## src/rtl/ocf_cfg.svh

```systemverilog
`ifndef OCF_CFG_SVH
`define OCF_CFG_SVH
`define NPH 2
`define CMD_OC_RESP 8'h47
`define CMD_OCW_LIM 8'h4a
`define CMD_OT_LIM 8'h4f
`define PHASE_ALL 8'hff
`define OCR_RESET 8'h80
`define OCR_WR_MASK 8'hf8
`define OCW_RESET 16'hf0a0
`define OT_RESET 16'h007d
`define EXP_Q 5'h1e
`define EXP_DEG 5'h00
`define Q_FRAC 6'sh02
`define DEG_FRAC 6'sh00
`define MD_CEIL 2'h1
`define MD_NEAR 2'h2
`define ACT_DELAY 2'h2
`define ACT_NOW 2'h3
`define RETRY_FOREVER 3'h7
`define DLY_C_MID 3'h2
`define DLY_C_LONG 3'h5
`define DLY_SHORT 20'h00001
`define DLY_MID 20'h00003
`define DLY_LONG 20'h00007
`define OCW_MIN_Q 16'h0020
`define OCW_STEP_Q 16'h0008
`define OCW_MAX_Q 16'h00f8
`define OCW_MAX_CODE 16'h001b
`define OT_DISABLE 16'h00ff
`define OT_NVM_MAX 16'h00a0
`endif

```

## src/rtl/ocf_pkg.sv

```systemverilog
`include "ocf_cfg.svh"
package ocf_pkg;
	typedef enum logic [2:0] {
		ST_IDLE = 3'b000,
		ST_START = 3'b001,
		ST_RUN = 3'b010,
		ST_DELAY = 3'b011,
		ST_HICCUP = 3'b100,
		ST_LATCH = 3'b101
	} ocf_state_t;

	typedef struct packed {
		ocf_state_t st;
		logic [19:0] cnt;
		logic [2:0] tries;
		logic en;
		logic [7:0] ocr;
		logic [`NPH-1:0][15:0] ocw;
		logic [15:0] otl;
		logic [`NPH-1:0][4:0] code;
		logic ot_flt;
		logic oc_m;
		logic oc_s;
		logic [`NPH-1:0] ow_m;
		logic [`NPH-1:0] ow_s;
		logic pw_m;
		logic pw_s;
		logic pw_d;
		logic s_oc;
		logic s_nota;
		logic s_iout;
		logic s_ocf;
		logic s_ocw;
		logic [`NPH-1:0] s_ph;
		logic s_cml;
		logic alert_n;
		logic [15:0] rd;
		logic rd_v;
	} ocf_regs_t;
endpackage : ocf_pkg

```

## src/rtl/ocf_fault_ctrl.sv

```systemverilog
`timescale 1ns/100ps
`default_nettype none
`include "ocf_cfg.svh"
module ocf_fault_ctrl
	import ocf_pkg::*;
(
	// Clock and reset
	input wire logic clk,
	input wire logic reset_n,
	// Command port from the bus decoder
	input wire logic cmd_valid,
	input wire logic cmd_write,
	input wire logic [7:0] cmd_code,
	input wire logic [15:0] cmd_wdata,
	input wire logic [7:0] phase_sel,
	input wire logic nvm_restore,
	input wire logic clear_faults,
	// Read answer
	output logic [15:0] rd_data,
	output logic rd_valid,
	// Converter side
	input wire logic on_cmd,
	input wire logic start_ok,
	input wire logic [15:0] ton_rise_ticks,
	input wire logic [7:0] temp_c,
	input wire logic pwm_clk_pin,
	input wire logic oc_fault_pin,
	input wire logic [`NPH-1:0] ocw_pin,
	output logic conv_enable,
	output logic [`NPH-1:0][4:0] ocw_code,
	output logic ot_fault,
	// Status
	output logic stat_iout_oc,
	output logic stat_nota,
	output logic stat_iout,
	output logic stat_ocf,
	output logic stat_ocw,
	output logic [`NPH-1:0] stat_ocw_ph,
	output logic stat_cml,
	output logic alert_n
);

	// ----------------------------------------
	// Functions
	// ----------------------------------------
	// Linear to fixed point; bit 16 flags negative or overflow
	function automatic logic [16:0] lin_conv(input logic [15:0] v,
		input logic signed [5:0] frac, input logic [1:0] md);
		logic signed [5:0] s;
		logic [31:0] acc;
		logic [31:0] rem;
		logic [4:0] sh;
		s = $signed({v[15], v[15:11]}) + frac;
		acc = {21'h000000, v[10:0]};
		rem = 32'h0;
		sh = 5'h0;
		if (s > 6'sh05) begin
			acc = 32'hffffffff;
		end else if (s >= 6'sh00) begin
			acc = acc << s[2:0];
		end else begin
			sh = (s < -6'sh0c) ? 5'h0c : 5'(-s);
			rem = acc & ((32'h1 << sh) - 32'h1);
			acc = acc >> sh;
			if (md == `MD_CEIL && rem != 32'h0) begin
				acc = acc + 32'h1;
			end else if (md == `MD_NEAR && rem[sh - 5'h1]) begin
				acc = acc + 32'h1;
			end
		end
		return {v[10] | (acc > 32'h0000ffff), acc[15:0]};
	endfunction : lin_conv

	// quarter amps to 2 A step code, rounded up
	function automatic logic [4:0] hw_code(input logic [15:0] q);
		logic [15:0] t;
		t = 16'h0;
		// below 8 A applies the 8 A step
		if (q > `OCW_MIN_Q) begin
			t = (q - `OCW_MIN_Q + `OCW_STEP_Q - 16'h1) / `OCW_STEP_Q;
		end
		if (t > `OCW_MAX_CODE) begin
			t = `OCW_MAX_CODE;
		end
		return t[4:0];
	endfunction : hw_code

	function automatic logic [19:0] shut_dly(input logic [2:0] c);
		if (c < `DLY_C_MID) begin
			return `DLY_SHORT;
		end else if (c < `DLY_C_LONG) begin
			return `DLY_MID;
		end
		return `DLY_LONG;
	endfunction : shut_dly

	// hiccup multiple of the rise time
	function automatic logic [2:0] hic_mult(input logic [2:0] c);
		return (c < `DLY_C_MID) ? 3'h1 : c;
	endfunction : hic_mult

	function automatic ocf_state_t shut_to(input logic [2:0] rt,
		input logic [2:0] tr);
		if (rt == 3'h0) begin
			return ST_LATCH;
		end else if (rt == `RETRY_FOREVER || tr < rt) begin
			return ST_HICCUP;
		end
		return ST_LATCH;
	endfunction : shut_to

	// ----------------------------------------
	// State
	// ----------------------------------------
	ocf_regs_t r;
	ocf_regs_t n;
	logic tick;
	logic [1:0] act;
	logic [2:0] retry;
	logic [2:0] dsel;
	logic [19:0] hic;
	logic [16:0] wq;
	logic [16:0] wd;
	logic [16:0] otd;
	logic [16:0] nq;
	logic [16:0] q0;

	assign act = r.ocr[7:6];
	assign retry = r.ocr[5:3];
	assign dsel = r.ocr[2:0];
	assign tick = r.pw_s & ~r.pw_d;
	// Widen before the product so long rise times do not wrap
	assign hic = 20'(hic_mult(dsel)) * 20'(ton_rise_ticks);

	always_comb begin
		n = r;
		wq = lin_conv(cmd_wdata, `Q_FRAC, `MD_CEIL);
		wd = lin_conv(cmd_wdata, `DEG_FRAC, `MD_CEIL);
		otd = lin_conv(r.otl, `DEG_FRAC, `MD_CEIL);
		q0 = lin_conv(r.ocw[0], `Q_FRAC, `MD_CEIL);
		nq = 17'h0;
		// Pins cross into the clock through two stages
		n.oc_m = oc_fault_pin;
		n.oc_s = r.oc_m;
		n.ow_m = ocw_pin;
		n.ow_s = r.ow_m;
		n.pw_m = pwm_clk_pin;
		n.pw_s = r.pw_m;
		n.pw_d = r.pw_s;
		n.rd_v = 1'b0;

		// ----------------------------------------
		// Status; clear goes first so a new event wins
		// ----------------------------------------
		if (clear_faults) begin
			n.s_oc = 1'b0;
			n.s_nota = 1'b0;
			n.s_iout = 1'b0;
			n.s_ocf = 1'b0;
			n.s_ocw = 1'b0;
			n.s_ph = '0;
			n.s_cml = 1'b0;
		end
		if (r.en && r.oc_s) begin
			n.s_oc = 1'b1;
			n.s_iout = 1'b1;
			n.s_ocf = 1'b1;
		end
		if (|r.ow_s) begin
			n.s_nota = 1'b1;
			n.s_iout = 1'b1;
			n.s_ocw = 1'b1;
			n.s_ph = r.s_ph | r.ow_s;
		end

		// ----------------------------------------
		// Commands
		// ----------------------------------------
		if (cmd_valid) begin
			n.rd_v = ~cmd_write;
			n.rd = 16'h0;
			case (cmd_code)
				`CMD_OC_RESP: begin
					if (cmd_write) begin
						n.ocr = (r.ocr & ~`OCR_WR_MASK) |
							(cmd_wdata[7:0] & `OCR_WR_MASK);
					end
					n.rd = {8'h00, r.ocr};
				end
				`CMD_OCW_LIM: begin
					if (cmd_write && phase_sel == `PHASE_ALL) begin
						if (wq[16] || wq[15:0] > `OCW_MAX_Q * `NPH) begin
							n.s_cml = 1'b1;
						end else begin
							for (int i = 0; i < `NPH; i++) begin
								n.ocw[i] = {`EXP_Q,
									11'((wq[15:0] + 16'h1) >> 1)};
							end
						end
					end else if (cmd_write) begin
						if (wq[16] || wq[15:0] > `OCW_MAX_Q) begin
							n.s_cml = 1'b1;
						end else begin
							n.ocw[phase_sel[0]] = cmd_wdata;
						end
					end
					if (phase_sel == `PHASE_ALL) begin
						n.rd = {`EXP_Q, 11'(q0[15:0] << 1)};
					end else begin
						n.rd = r.ocw[phase_sel[0]];
					end
				end
				`CMD_OT_LIM: begin
					if (cmd_write) begin
						// negative or beyond the disable value
						if (wd[16] || wd[15:0] > `OT_DISABLE) begin
							n.s_cml = 1'b1;
						end else begin
							n.otl = cmd_wdata;
						end
					end
					n.rd = r.otl;
				end
				default: begin
					n.rd = 16'h0;
				end
			endcase
		end

		// ----------------------------------------
		// Restore to stored resolution
		// ----------------------------------------
		if (nvm_restore) begin
			for (int i = 0; i < `NPH; i++) begin
				nq = lin_conv(r.ocw[i], `Q_FRAC, `MD_NEAR);
				if (nq[16] || nq[15:0] > `OCW_MAX_Q) begin
					nq = {1'b0, `OCW_MAX_Q};
				end
				n.ocw[i] = {`EXP_Q, nq[10:0]};
			end
			nq = lin_conv(r.otl, `DEG_FRAC, `MD_NEAR);
			if (nq[16] || nq[15:0] > `OT_NVM_MAX) begin
				nq = {1'b0, `OT_NVM_MAX};
			end
			n.otl = {`EXP_DEG, nq[10:0]};
		end

		// ----------------------------------------
		// Thresholds
		// ----------------------------------------
		for (int i = 0; i < `NPH; i++) begin
			n.code[i] = hw_code(
				16'(lin_conv(r.ocw[i], `Q_FRAC, `MD_CEIL)));
		end
		// programmable limit only; die shutdown is elsewhere
		n.ot_flt = ~otd[16] && otd[15:0] != `OT_DISABLE &&
			{8'h00, temp_c} >= otd[15:0];

		// ----------------------------------------
		// Fault response
		// ----------------------------------------
		case (r.st)
			ST_IDLE: begin
				if (on_cmd) begin
					n.st = ST_START;
				end
			end
			ST_START, ST_RUN: begin
				if (r.st == ST_START && start_ok) begin
					n.st = ST_RUN;
					// a good start forgets earlier tries
					n.tries = 3'h0;
				end
				// 10b waits, 11b acts now, else keep running
				if (r.oc_s && act == `ACT_NOW) begin
					n.st = shut_to(retry, r.tries);
					n.cnt = hic;
				end else if (r.oc_s && act == `ACT_DELAY) begin
					n.st = ST_DELAY;
					n.cnt = shut_dly(dsel);
				end
			end
			ST_DELAY: begin
				// Fault gone before the delay ran out
				if (!r.oc_s) begin
					n.st = ST_RUN;
				end else if (tick && r.cnt <= 20'h1) begin
					n.st = shut_to(retry, r.tries);
					n.cnt = hic;
				end else if (tick) begin
					n.cnt = r.cnt - 20'h1;
				end
			end
			ST_HICCUP: begin
				// one hiccup period then a new try
				if (tick && r.cnt == 20'h0) begin
					n.st = ST_START;
					if (r.tries != `RETRY_FOREVER) begin
						n.tries = r.tries + 3'h1;
					end
				end else if (tick) begin
					n.cnt = r.cnt - 20'h1;
				end
			end
			ST_LATCH: begin
				n.st = ST_LATCH;
			end
			default: begin
				n.st = ST_IDLE;
			end
		endcase
		if (!on_cmd) begin
			n.st = ST_IDLE;
			n.tries = 3'h0;
		end
		n.en = n.st == ST_START || n.st == ST_RUN || n.st == ST_DELAY;
		n.alert_n = ~(n.s_oc | n.s_nota | n.s_iout | n.s_ocf |
			n.s_ocw | n.s_cml);
	end

	always_ff @(posedge clk or negedge reset_n) begin
		if (!reset_n) begin
			r <= '0;
			r.st <= ST_IDLE;
			r.ocr <= `OCR_RESET;
			r.ocw <= {`NPH{`OCW_RESET}};
			r.otl <= `OT_RESET;
			r.alert_n <= 1'b1;
		end else begin
			r <= n;
		end
	end

	assign rd_data = r.rd;
	assign rd_valid = r.rd_v;
	assign conv_enable = r.en;
	assign ocw_code = r.code;
	assign ot_fault = r.ot_flt;
	assign stat_iout_oc = r.s_oc;
	assign stat_nota = r.s_nota;
	assign stat_iout = r.s_iout;
	assign stat_ocf = r.s_ocf;
	assign stat_ocw = r.s_ocw;
	assign stat_ocw_ph = r.s_ph;
	assign stat_cml = r.s_cml;
	assign alert_n = r.alert_n;
endmodule : ocf_fault_ctrl
`default_nettype wire

```

## config.mk

```make
export PLATFORM = sky130hd
export DESIGN_NAME = ocf_fault_ctrl
export DESIGN_NICKNAME = d
export VERILOG_FILES = /design/src/rtl/ocf_pkg.sv /design/src/rtl/ocf_fault_ctrl.sv
export VERILOG_INCLUDE_DIRS = /design/src /design/src/rtl
export SDC_FILE = /design/constraint.sdc
export NUM_CORES = 1
export LEC_CHECK = 0
export BUFFER_PORTS_ARGS = -buffer_cell sky130_fd_sc_hd__buf_2
export CORE_MARGIN = 2
export CORE_UTILIZATION = 58
export CTS_CLUSTER_DIAMETER = 40
export DETAILED_ROUTE_END_ITERATION = 12
export PLACE_DENSITY = 0.76
export SETUP_SLACK_MARGIN = 0.1
export SLEW_MARGIN = 20
export SYNTH_ARGS = -nofsm -noshare
export SYNTH_HDL_FRONTEND = slang
export SYNTH_SLANG_ARGS = --single-unit
```

## constraint.sdc

```tcl
create_clock -name clk -period 6.3 [get_ports clk]
set_clock_uncertainty 0.05 [all_clocks]
set_input_delay 0.315 -clock clk [delete_from_list [all_inputs] [get_ports clk]]
set_output_delay 0.315 -clock clk [all_outputs]
set_load 0.02 [all_outputs]
```

==> results of run 1 <==
## cell families after synthesis
logic type,synth area share
adder cells (fa/ha/maj),0.0380
AO/OA/AOI/OAI,0.324
flip-flops,0.189
XOR/XNOR,0.0452
multiplexers,0.0822
buffers and inverters,0.0710
AND/OR/NAND/NOR,0.251
## flip-flops by register name (all words and copies together) (netlist names)
signal / cells
ot_fault: 1
ocw_code: 10
conv_enable: 1
stat_iout_oc: 1
alert_n: 1
stat_ocw_ph: 2
rd_valid: 1
stat_nota: 1
n: 5
stat_ocw: 1
rd_data: 16
act: 2
stat_cml: 1
stat_ocf: 1
stat_iout: 1
r: 81
## power groups by stage
stage | registers [mW] | clock network, mW | logic [mW]
2_1_floorplan | 1.01 | 0 | 1.18
6_report | 1.09 | 1.01 | 1.62
3_3_place_gp | 1.09 | 0 | 1.56
4_1_cts | 1.08 | 1.01 | 1.58
5_1_grt | 1.10 | 1.04 | 1.76
3_5_place_dp | 1.09 | 0 | 1.57
## cell type report
class | instances | area (sq um) | share of cell area
multi-input combinational | 1905 | 12500 | 0.687
sequential | 126 | 3180 | 0.175
timing repair buffer | 178 | 1090 | 0.0603
tap | 384 | 480 | 0.0265
clock buffer | 18 | 429 | 0.0237
inverter | 87 | 327 | 0.0180
clock inverter | 13 | 155 | 0.00856
antenna | 4 | 10.0 | 0.000552
## worst min path at each step
| stage | from | endpoint | slack (ns) | cells after the start |
|---|---|---|---|---|
| after floorplan | reset_n | act[0] | -0.03 | 0 |
| after global placement | reset_n | n[30] | 0.28 | 1 |
| after detailed placement | reset_n | r[117] | 0.28 | 1 |
| after CTS | on_cmd | r[105] | 0.11 | 2 |
| after global routing | on_cmd | r[105] | 0.12 | 2 |
| final | ton_rise_ticks[5] | r[111] | 0.12 | 3 |
## what timing repair did
action | 4_1_cts | 5_1_grt
hold buffers | 5 | 0
endpoints found under the setup margin | 0 | 1
resized for setup | 0 | 5
hold endpoints to repair | 57 | 0
## through the flow
| step | power [mW] | setup WS (ns) | hold WS [ns] |
|---|---|---|---|
| after floorplan | 2.19 | 0.197 | -0.0306 |
| after global placement | 2.65 | 0.374 | 0.277 |
| after detailed placement | 2.66 | 0.247 | 0.283 |
| after CTS | 3.67 | 0.336 | 0.106 |
| after global routing | 3.90 | 0.158 | 0.123 |
| final | 3.72 | 0.541 | 0.117 |
## per-layer routing
metal,global-route usage,vias up
li1,-,8659
met1,0.517,8902
met2,0.601,1204
met3,0.0643,206
met4,0.163,0
met5,0,-
## Yosys cell counts, drive strengths merged, types with 13 or more instances
| cell type | number |
|---|---|
| nand2 | 241 |
| nor2 | 194 |
| o21ai | 180 |
| a21oi | 164 |
| clkbuf | 130 |
| dfrtp | 106 |
| nand3 | 90 |
| nor3 | 87 |
| inv | 84 |
| mux2i | 74 |
| buf | 62 |
| xnor2 | 58 |
| ha | 51 |
| o211ai | 44 |
| nor2b | 43 |
| a211oi | 40 |
| a31oi | 33 |
| and2 | 32 |
| nor4 | 32 |
| mux2 | 31 |
| nand2b | 30 |
| o31ai | 29 |
| a21o | 27 |
| nand4 | 27 |
| o22ai | 24 |
| xor2 | 24 |
| dfstp | 20 |
| a211o | 19 |
| and3 | 18 |
| or3 | 18 |
| o211a | 17 |
| a22oi | 16 |
| o2bb2ai | 16 |
| a32oi | 15 |
| o21a | 14 |
| a2bb2oi | 13 |
| mux4 | 13 |
| or2 | 13 |
## worst max-delay path, cell delays in order (launching register included)
cell                       delay, ns
sky130_fd_sc_hd__dfrtp_1        0.52
sky130_fd_sc_hd__or3b_2         0.64
sky130_fd_sc_hd__nand2_1        0.17
sky130_fd_sc_hd__inv_1          0.28
sky130_fd_sc_hd__ha_1           0.35
sky130_fd_sc_hd__mux2_2         0.27
sky130_fd_sc_hd__nand2_1        0.07
sky130_fd_sc_hd__o31ai_1        0.14
sky130_fd_sc_hd__a21oi_1        0.35
sky130_fd_sc_hd__o211ai_1       0.17
sky130_fd_sc_hd__xor2_1         0.22
sky130_fd_sc_hd__a21oi_1        0.16
sky130_fd_sc_hd__nand4_1        0.19
sky130_fd_sc_hd__xnor2_1        0.18
sky130_fd_sc_hd__o21ai_1        0.24
sky130_fd_sc_hd__ha_1           0.28
sky130_fd_sc_hd__nand2b_1       0.14
sky130_fd_sc_hd__a21o_1         0.17
sky130_fd_sc_hd__a21o_1         0.17
sky130_fd_sc_hd__a21oi_1        0.15
sky130_fd_sc_hd__nor2b_1        0.06
sky130_fd_sc_hd__o21ai_0        0.16
sky130_fd_sc_hd__nand2b_1       0.07
sky130_fd_sc_hd__a21oi_1        0.17
sky130_fd_sc_hd__nor2b_1        0.07
sky130_fd_sc_hd__o221ai_1       0.16
sky130_fd_sc_hd__a31oi_1        0.05
==> impl_results.rst, run 1 <==
.. list-table::
   :header-rows: 1

   * - Metric
     - Value
   * - Most used cells in the layout excluding fill and tap cells
     - sky130_fd_sc_hd__nand2_1, sky130_fd_sc_hd__nor2_1, sky130_fd_sc_hd__o21ai_0
   * - Length of routed met2 wiring
     - 27000 um
   * - Synthesis-stage register bit count
     - 126
   * - Critical-path maximum fanout
     - 17
   * - Critical Path Source Type
     - flip-flop
   * - Share of layout cells above drive strength 1
     - 0.138
   * - Syn Nets
     - 2429
   * - Global-route usage over all layers
     - 0.382
   * - Number of detailed-route iterations in the first pass
     - 9
   * - Max capacitance violation total
     - 0
   * - H-Tree Depth
     - 4
   * - Top post-synthesis cells by area
     - sky130_fd_sc_hd__dfrtp_1, sky130_fd_sc_hd__nand2_1, sky130_fd_sc_hd__o21ai_0
   * - Final design instance area without fill
     - 18100 sq um
   * - Hold Violations, Final
     - 0
   * - Worst slew margin relative to its limit
     - 0.291
   * - CP arrival
     - 6.01 ns
   * - Grt ovf
     - 0
   * - Layout Cells excl Fill
     - 2715
   * - Residual DRC count
     - 0
   * - Startpoint of the worst register-to-register path
     - r[60]
   * - 1st-iter DRT viols
     - 2819
   * - Reg clk slew, reported paths
     - 0.07 ns
   * - Post-DP HPWL
     - 44500 um
   * - Fmax
     - 174 MHz
   * - RR Endpoint
     - ot_fault
   * - Part of the power in the clock network
     - 0.271
   * - Number of port buffers
     - 105
   * - Switching share of total power
     - 0.434
   * - Seq pwr share
     - 0.293
   * - Initial cell density of the core
     - 0.587
   * - Vias after detailed routing
     - 18971
   * - Post-DP Area
     - 17500 sq um
   * - Class of the tightest hold or removal check
     - primary input to flip-flop
   * - Max VDD drop
     - 0.156 mV
   * - Cell leakage power
     - 7.34 nW
   * - Setup-failing EPs final
     - 0
   * - Total standard cell area after synthesis
     - 16800 sq um
   * - Sequential-to-total area share from yosys stat
     - 0.189
   * - Top layer used by detailed routing
     - met4
   * - Design internal power
     - 2.11 mW
   * - Weighted congestion reported at the end of routability-driven placement
     - 1.00
   * - Yosys cell types
     - 105
   * - Number of placed I/O pins
     - 106
   * - Yosys warns
     - 0
   * - Vias in the first global route
     - 17214
   * - Synth Area per Inst
     - 7.28 sq um
   * - TritonCTS clock tree
     - done
   * - FP Rows
     - 62
   * - Critical path data required time
     - 6.55 ns
   * - Number of inserted filler cells in the final layout
     - 2593
   * - Number of nets at the end of the flow
     - 2434
   * - Proportion of netlist area held by the largest area contributor
     - 0.158
   * - Mean number of vias per cell
     - 6.99
   * - Maximum number of pins on one net before global-route repair
     - 73
   * - Shortest period the worst path allows
     - 5.76 ns
   * - Run status
     - finished, final reports clean
   * - Utilization after layout
     - 0.633
   * - Core Box Area
     - 28600 sq um
   * - Async set-or-reset flop fraction in the synthesized netlist
     - 1.00
   * - Floorplan die width
     - 174 um
   * - Die Y
     - 174 um
   * - Number of enable-type register cells in the synthesized netlist
     - 0
   * - CTS Buf Count
     - 17
   * - Proportion of power drawn by combinational gates
     - 0.436
   * - Gate Count Post-Synth
     - 2310
   * - Max-slew violation total from the final report
     - 0
   * - Area added between synthesis and finish
     - 7.81%
   * - Count of cells along the worst register-to-register path
     - 26
   * - Clock Root Buffer
     - sky130_fd_sc_hd__clkbuf_16
   * - Setup_tns
     - 0 ns
   * - Met3 wirelength from detailed routing
     - 6040 um
   * - Routed wire length
     - 60400 um
   * - Crit Path Class
     - flip-flop to flip-flop
   * - Clk Latency, worst-skew pair
     - 0.43 ns
   * - # Post-CTS Setup Buffers
     - 0
   * - Clock Sinks
     - 126
   * - Start point of the critical path
     - r[60]
   * - Post-route clock period utilization
     - 0.914
   * - Kind of capture point of the worst setup path
     - flip-flop
   * - Routed wire length per instance
     - 22.2 um
   * - Net Sw Power
     - 1.61 mW
   * - Register-to-register path setup slack
     - 0.54 ns
   * - Global-route wire length before repair
     - 93800 um
   * - Number of antenna violations at the first check in global routing
     - 3
   * - Cell taking the most area after synthesis
     - sky130_fd_sc_hd__dfrtp_1
   * - Final antenna-violating net count
     - 0
   * - Power density relative to cell area
     - 205 nW/um^2
   * - Maximum buffer depth of the clock tree
     - 2
   * - Die Footprint
     - 30400 sq um
   * - RSZ-0062 raised after global routing
     - no
   * - Count of placed standard cells including taps
     - 2675
   * - Metal1 wirelength
     - 24600 um
   * - Most common cell after layout, fill and taps aside
     - sky130_fd_sc_hd__nand2_1
   * - Commonest register cell after synthesis
     - sky130_fd_sc_hd__dfrtp_1
   * - End point of the critical path
     - ot_fault
   * - Actual transition at the worst max-transition pin
     - 1.06 ns
(Power assumes the default switching activity.)
==> run 2, diff against run 1 <==
--- a/config.mk
+++ b/config.mk
@@ -11,7 +11,7 @@
 export CORE_UTILIZATION = 58
 export CTS_CLUSTER_DIAMETER = 40
 export DETAILED_ROUTE_END_ITERATION = 12
-export PLACE_DENSITY = 0.76
+export PLACE_DENSITY_LB_ADDON = 0.08
 export SETUP_SLACK_MARGIN = 0.1
 export SLEW_MARGIN = 20
 export SYNTH_ARGS = -nofsm -noshare
==> impl_results.rst, run 2 (synthesis results as in run 1) <==
.. list-table::
   :header-rows: 1

   * - Metric
     - Value
   * - Worst hold-check slack
     - 0.0925 ns
   * - Clock Root Buffer
     - sky130_fd_sc_hd__clkbuf_16
   * - Shortest period the worst path allows
     - 5.92 ns
   * - Crit Path Class
     - flip-flop to flip-flop
   * - RR Endpoint
     - r[79]
   * - Layout Cells excl Fill
     - 2718
   * - Post-DP Area
     - 17500 sq um
   * - Total power draw
     - 3.86 mW
   * - Number of port buffers
     - 105
   * - Max capacitance violation total
     - 0
   * - Critical Path Source Type
     - flip-flop
   * - Number of placed I/O pins
     - 106
   * - Global-route wire length before repair
     - 95500 um
   * - Setup_tns
     - 0 ns
   * - Number of nets at the end of the flow
     - 2440
   * - Hold Violations, Final
     - 0
   * - Mean number of vias per cell
     - 7.02
   * - Biggest register
     - r
   * - Worst hold path stage count
     - 2
   * - Origin of the worst min-delay path
     - cmd_write
   * - Worst slew margin relative to its limit
     - 0.336
   * - Critical path data required time
     - 6.55 ns
   * - Grt ovf
     - 0
   * - Worst Setup Slack post-DPL
     - 0.314 ns
   * - Number of inserted filler cells in the final layout
     - 2580
   * - Share of layout cells above drive strength 1
     - 0.139
   * - Final antenna-violating net count
     - 0
   * - Post-DP HPWL
     - 45400 um
   * - Critical-path maximum fanout
     - 21
   * - Initial cell density of the core
     - 0.587
   * - TritonCTS clock tree
     - done
   * - Sequential cell area
     - 3180 sq um
   * - Clk Latency, worst-skew pair
     - 0.42 ns
   * - Total inserted antenna cells
     - 0
   * - CP arrival
     - 6.17 ns
   * - Setup-failing EPs final
     - 0
   * - Die Footprint
     - 30400 sq um
   * - Number of antenna violations at the first check in global routing
     - 3
   * - Final WS setup
     - 0.377 ns
   * - Run status
     - finished, final reports clean
   * - Hold-critical path endpoint
     - rd_valid
   * - Max-slew violation total from the final report
     - 0
   * - RSZ-0062 raised after global routing
     - yes
   * - Fmax
     - 169 MHz
   * - Most common cell after layout, fill and taps aside
     - sky130_fd_sc_hd__nand2_1
   * - Vias in the first global route
     - 17391
   * - Routed wire length
     - 60900 um
   * - FP Rows
     - 62
   * - Final design instance area without fill
     - 18300 sq um
   * - Number of detailed-route iterations in the first pass
     - 9
   * - Global-route usage over all layers
     - 0.389
   * - Residual DRC count
     - 0
   * - Max VDD drop
     - 0.197 mV
   * - Count of placed standard cells including taps
     - 2681
   * - Power density relative to cell area
     - 212 nW/um^2
   * - Cell leakage power
     - 7.42 nW
   * - Vias after detailed routing
     - 19068
   * - CTS Buf Count
     - 17
   * - 1st-iter DRT viols
     - 2820
   * - Kind of capture point of the worst setup path
     - flip-flop
   * - Flip-flop count of the largest register after layout
     - 81
   * - Die Y
     - 174 um
   * - Utilization after layout
     - 0.638
   * - Startpoint of the worst register-to-register path
     - r[90]
   * - Register-to-register path setup slack
     - 0.38 ns
   * - Weighted congestion reported at the end of routability-driven placement
     - 1.02
   * - Area added between synthesis and finish
     - 8.55%
   * - Routed wire length per instance
     - 22.4 um
   * - Actual transition at the worst max-transition pin
     - 0.996 ns
   * - Maximum number of pins on one net before global-route repair
     - 67
   * - Post-route clock period utilization
     - 0.940
   * - Clock Sinks
     - 126
   * - Floorplan die width
     - 174 um
   * - Count of cells along the worst register-to-register path
     - 19
   * - Most used cells in the layout excluding fill and tap cells
     - sky130_fd_sc_hd__nand2_1, sky130_fd_sc_hd__nor2_1, sky130_fd_sc_hd__o21ai_0
   * - # Post-CTS Setup Buffers
     - 0
   * - Reg clk slew, reported paths
     - 0.06 ns
   * - Core Box Area
     - 28600 sq um
   * - H-Tree Depth
     - 4
   * - Class of the tightest hold or removal check
     - primary input to flip-flop
   * - Multi-input logic area
     - 12500 sq um
   * - Maximum buffer depth of the clock tree
     - 2
## run 2: changes by cell type in the layout (fill, tap and decap cells not counted), sizes merged
cell / delta
diode: -4
buf: +6
bufinv: +4
clkbuf: +2
inv: -5
## run 2: worst max-delay path by stage
| stage | startpoint | endpoint | slack [ns] | depth (start not counted) |
|---|---|---|---|---|
| after floorplan | cmd_wdata[12] | r[62] | 0.20 | 27 |
| after global placement | r[61] | ot_fault | 0.41 | 28 |
| after detailed placement | r[61] | ot_fault | 0.31 | 28 |
| after CTS | r[60] | ot_fault | 0.28 | 28 |
| after global routing | r[61] | ot_fault | 0.07 | 28 |
| final | r[90] | r[79] | 0.38 | 19 |
## run 2: where the power goes
| part | switching [mW] | leakage (nW) | internal [mW] |
|---|---|---|---|
| Combinational | 1.05 | 5.54 | 0.600 |
| Clock | 0.372 | 0.324 | 0.750 |
| Sequential | 0.166 | 1.55 | 0.925 |
## run 2: cell type report
cell class	instances	area share
Tap cell	384	0.0263
Multi-Input combinational cell	1905	0.683
Sequential cell	126	0.174
Clock buffer	20	0.0245
Clock inverter	12	0.0119
Timing Repair Buffer	184	0.0623
Inverter	87	0.0179
## run 2: worst max-delay path, stage by stage (launching register included)
cell                      delay [ns]
sky130_fd_sc_hd__dfstp_2        0.80
sky130_fd_sc_hd__ha_1           0.60
sky130_fd_sc_hd__nor2_1         0.15
sky130_fd_sc_hd__o21ai_1        0.22
sky130_fd_sc_hd__nand2_1        0.24
sky130_fd_sc_hd__nor3_1         0.47
sky130_fd_sc_hd__nand2_1        0.11
sky130_fd_sc_hd__ha_1           0.29
sky130_fd_sc_hd__nor2b_1        0.19
sky130_fd_sc_hd__a21oi_1        0.09
sky130_fd_sc_hd__or4_1          0.40
sky130_fd_sc_hd__a31oi_1        0.19
sky130_fd_sc_hd__buf_4          0.17
sky130_fd_sc_hd__nand4_1        0.14
sky130_fd_sc_hd__xnor2_1        0.18
sky130_fd_sc_hd__a21oi_1        0.45
sky130_fd_sc_hd__nand3_1        0.12
sky130_fd_sc_hd__or3_1          0.41
sky130_fd_sc_hd__a32o_1         0.27
sky130_fd_sc_hd__mux2_2         0.25
## run 2: metal layers
| metal | vias up | GRT usage | wire length, um |
|---|---|---|---|
| met5 | - | 0 | 27 |
| met4 | 4 | 0.184 | 3130 |
| met3 | 271 | 0.0584 | 6250 |
| met2 | 1227 | 0.603 | 26900 |
| met1 | 8927 | 0.533 | 24600 |
| li1 | 8639 | - | - |
## run 2: what timing repair did
item                                   in CTS  in global routing
gates resized for setup                     0                  6
endpoints found under the hold margin      50                  0
setup endpoints to repair                   0                  4
hold buffers                                5                  0
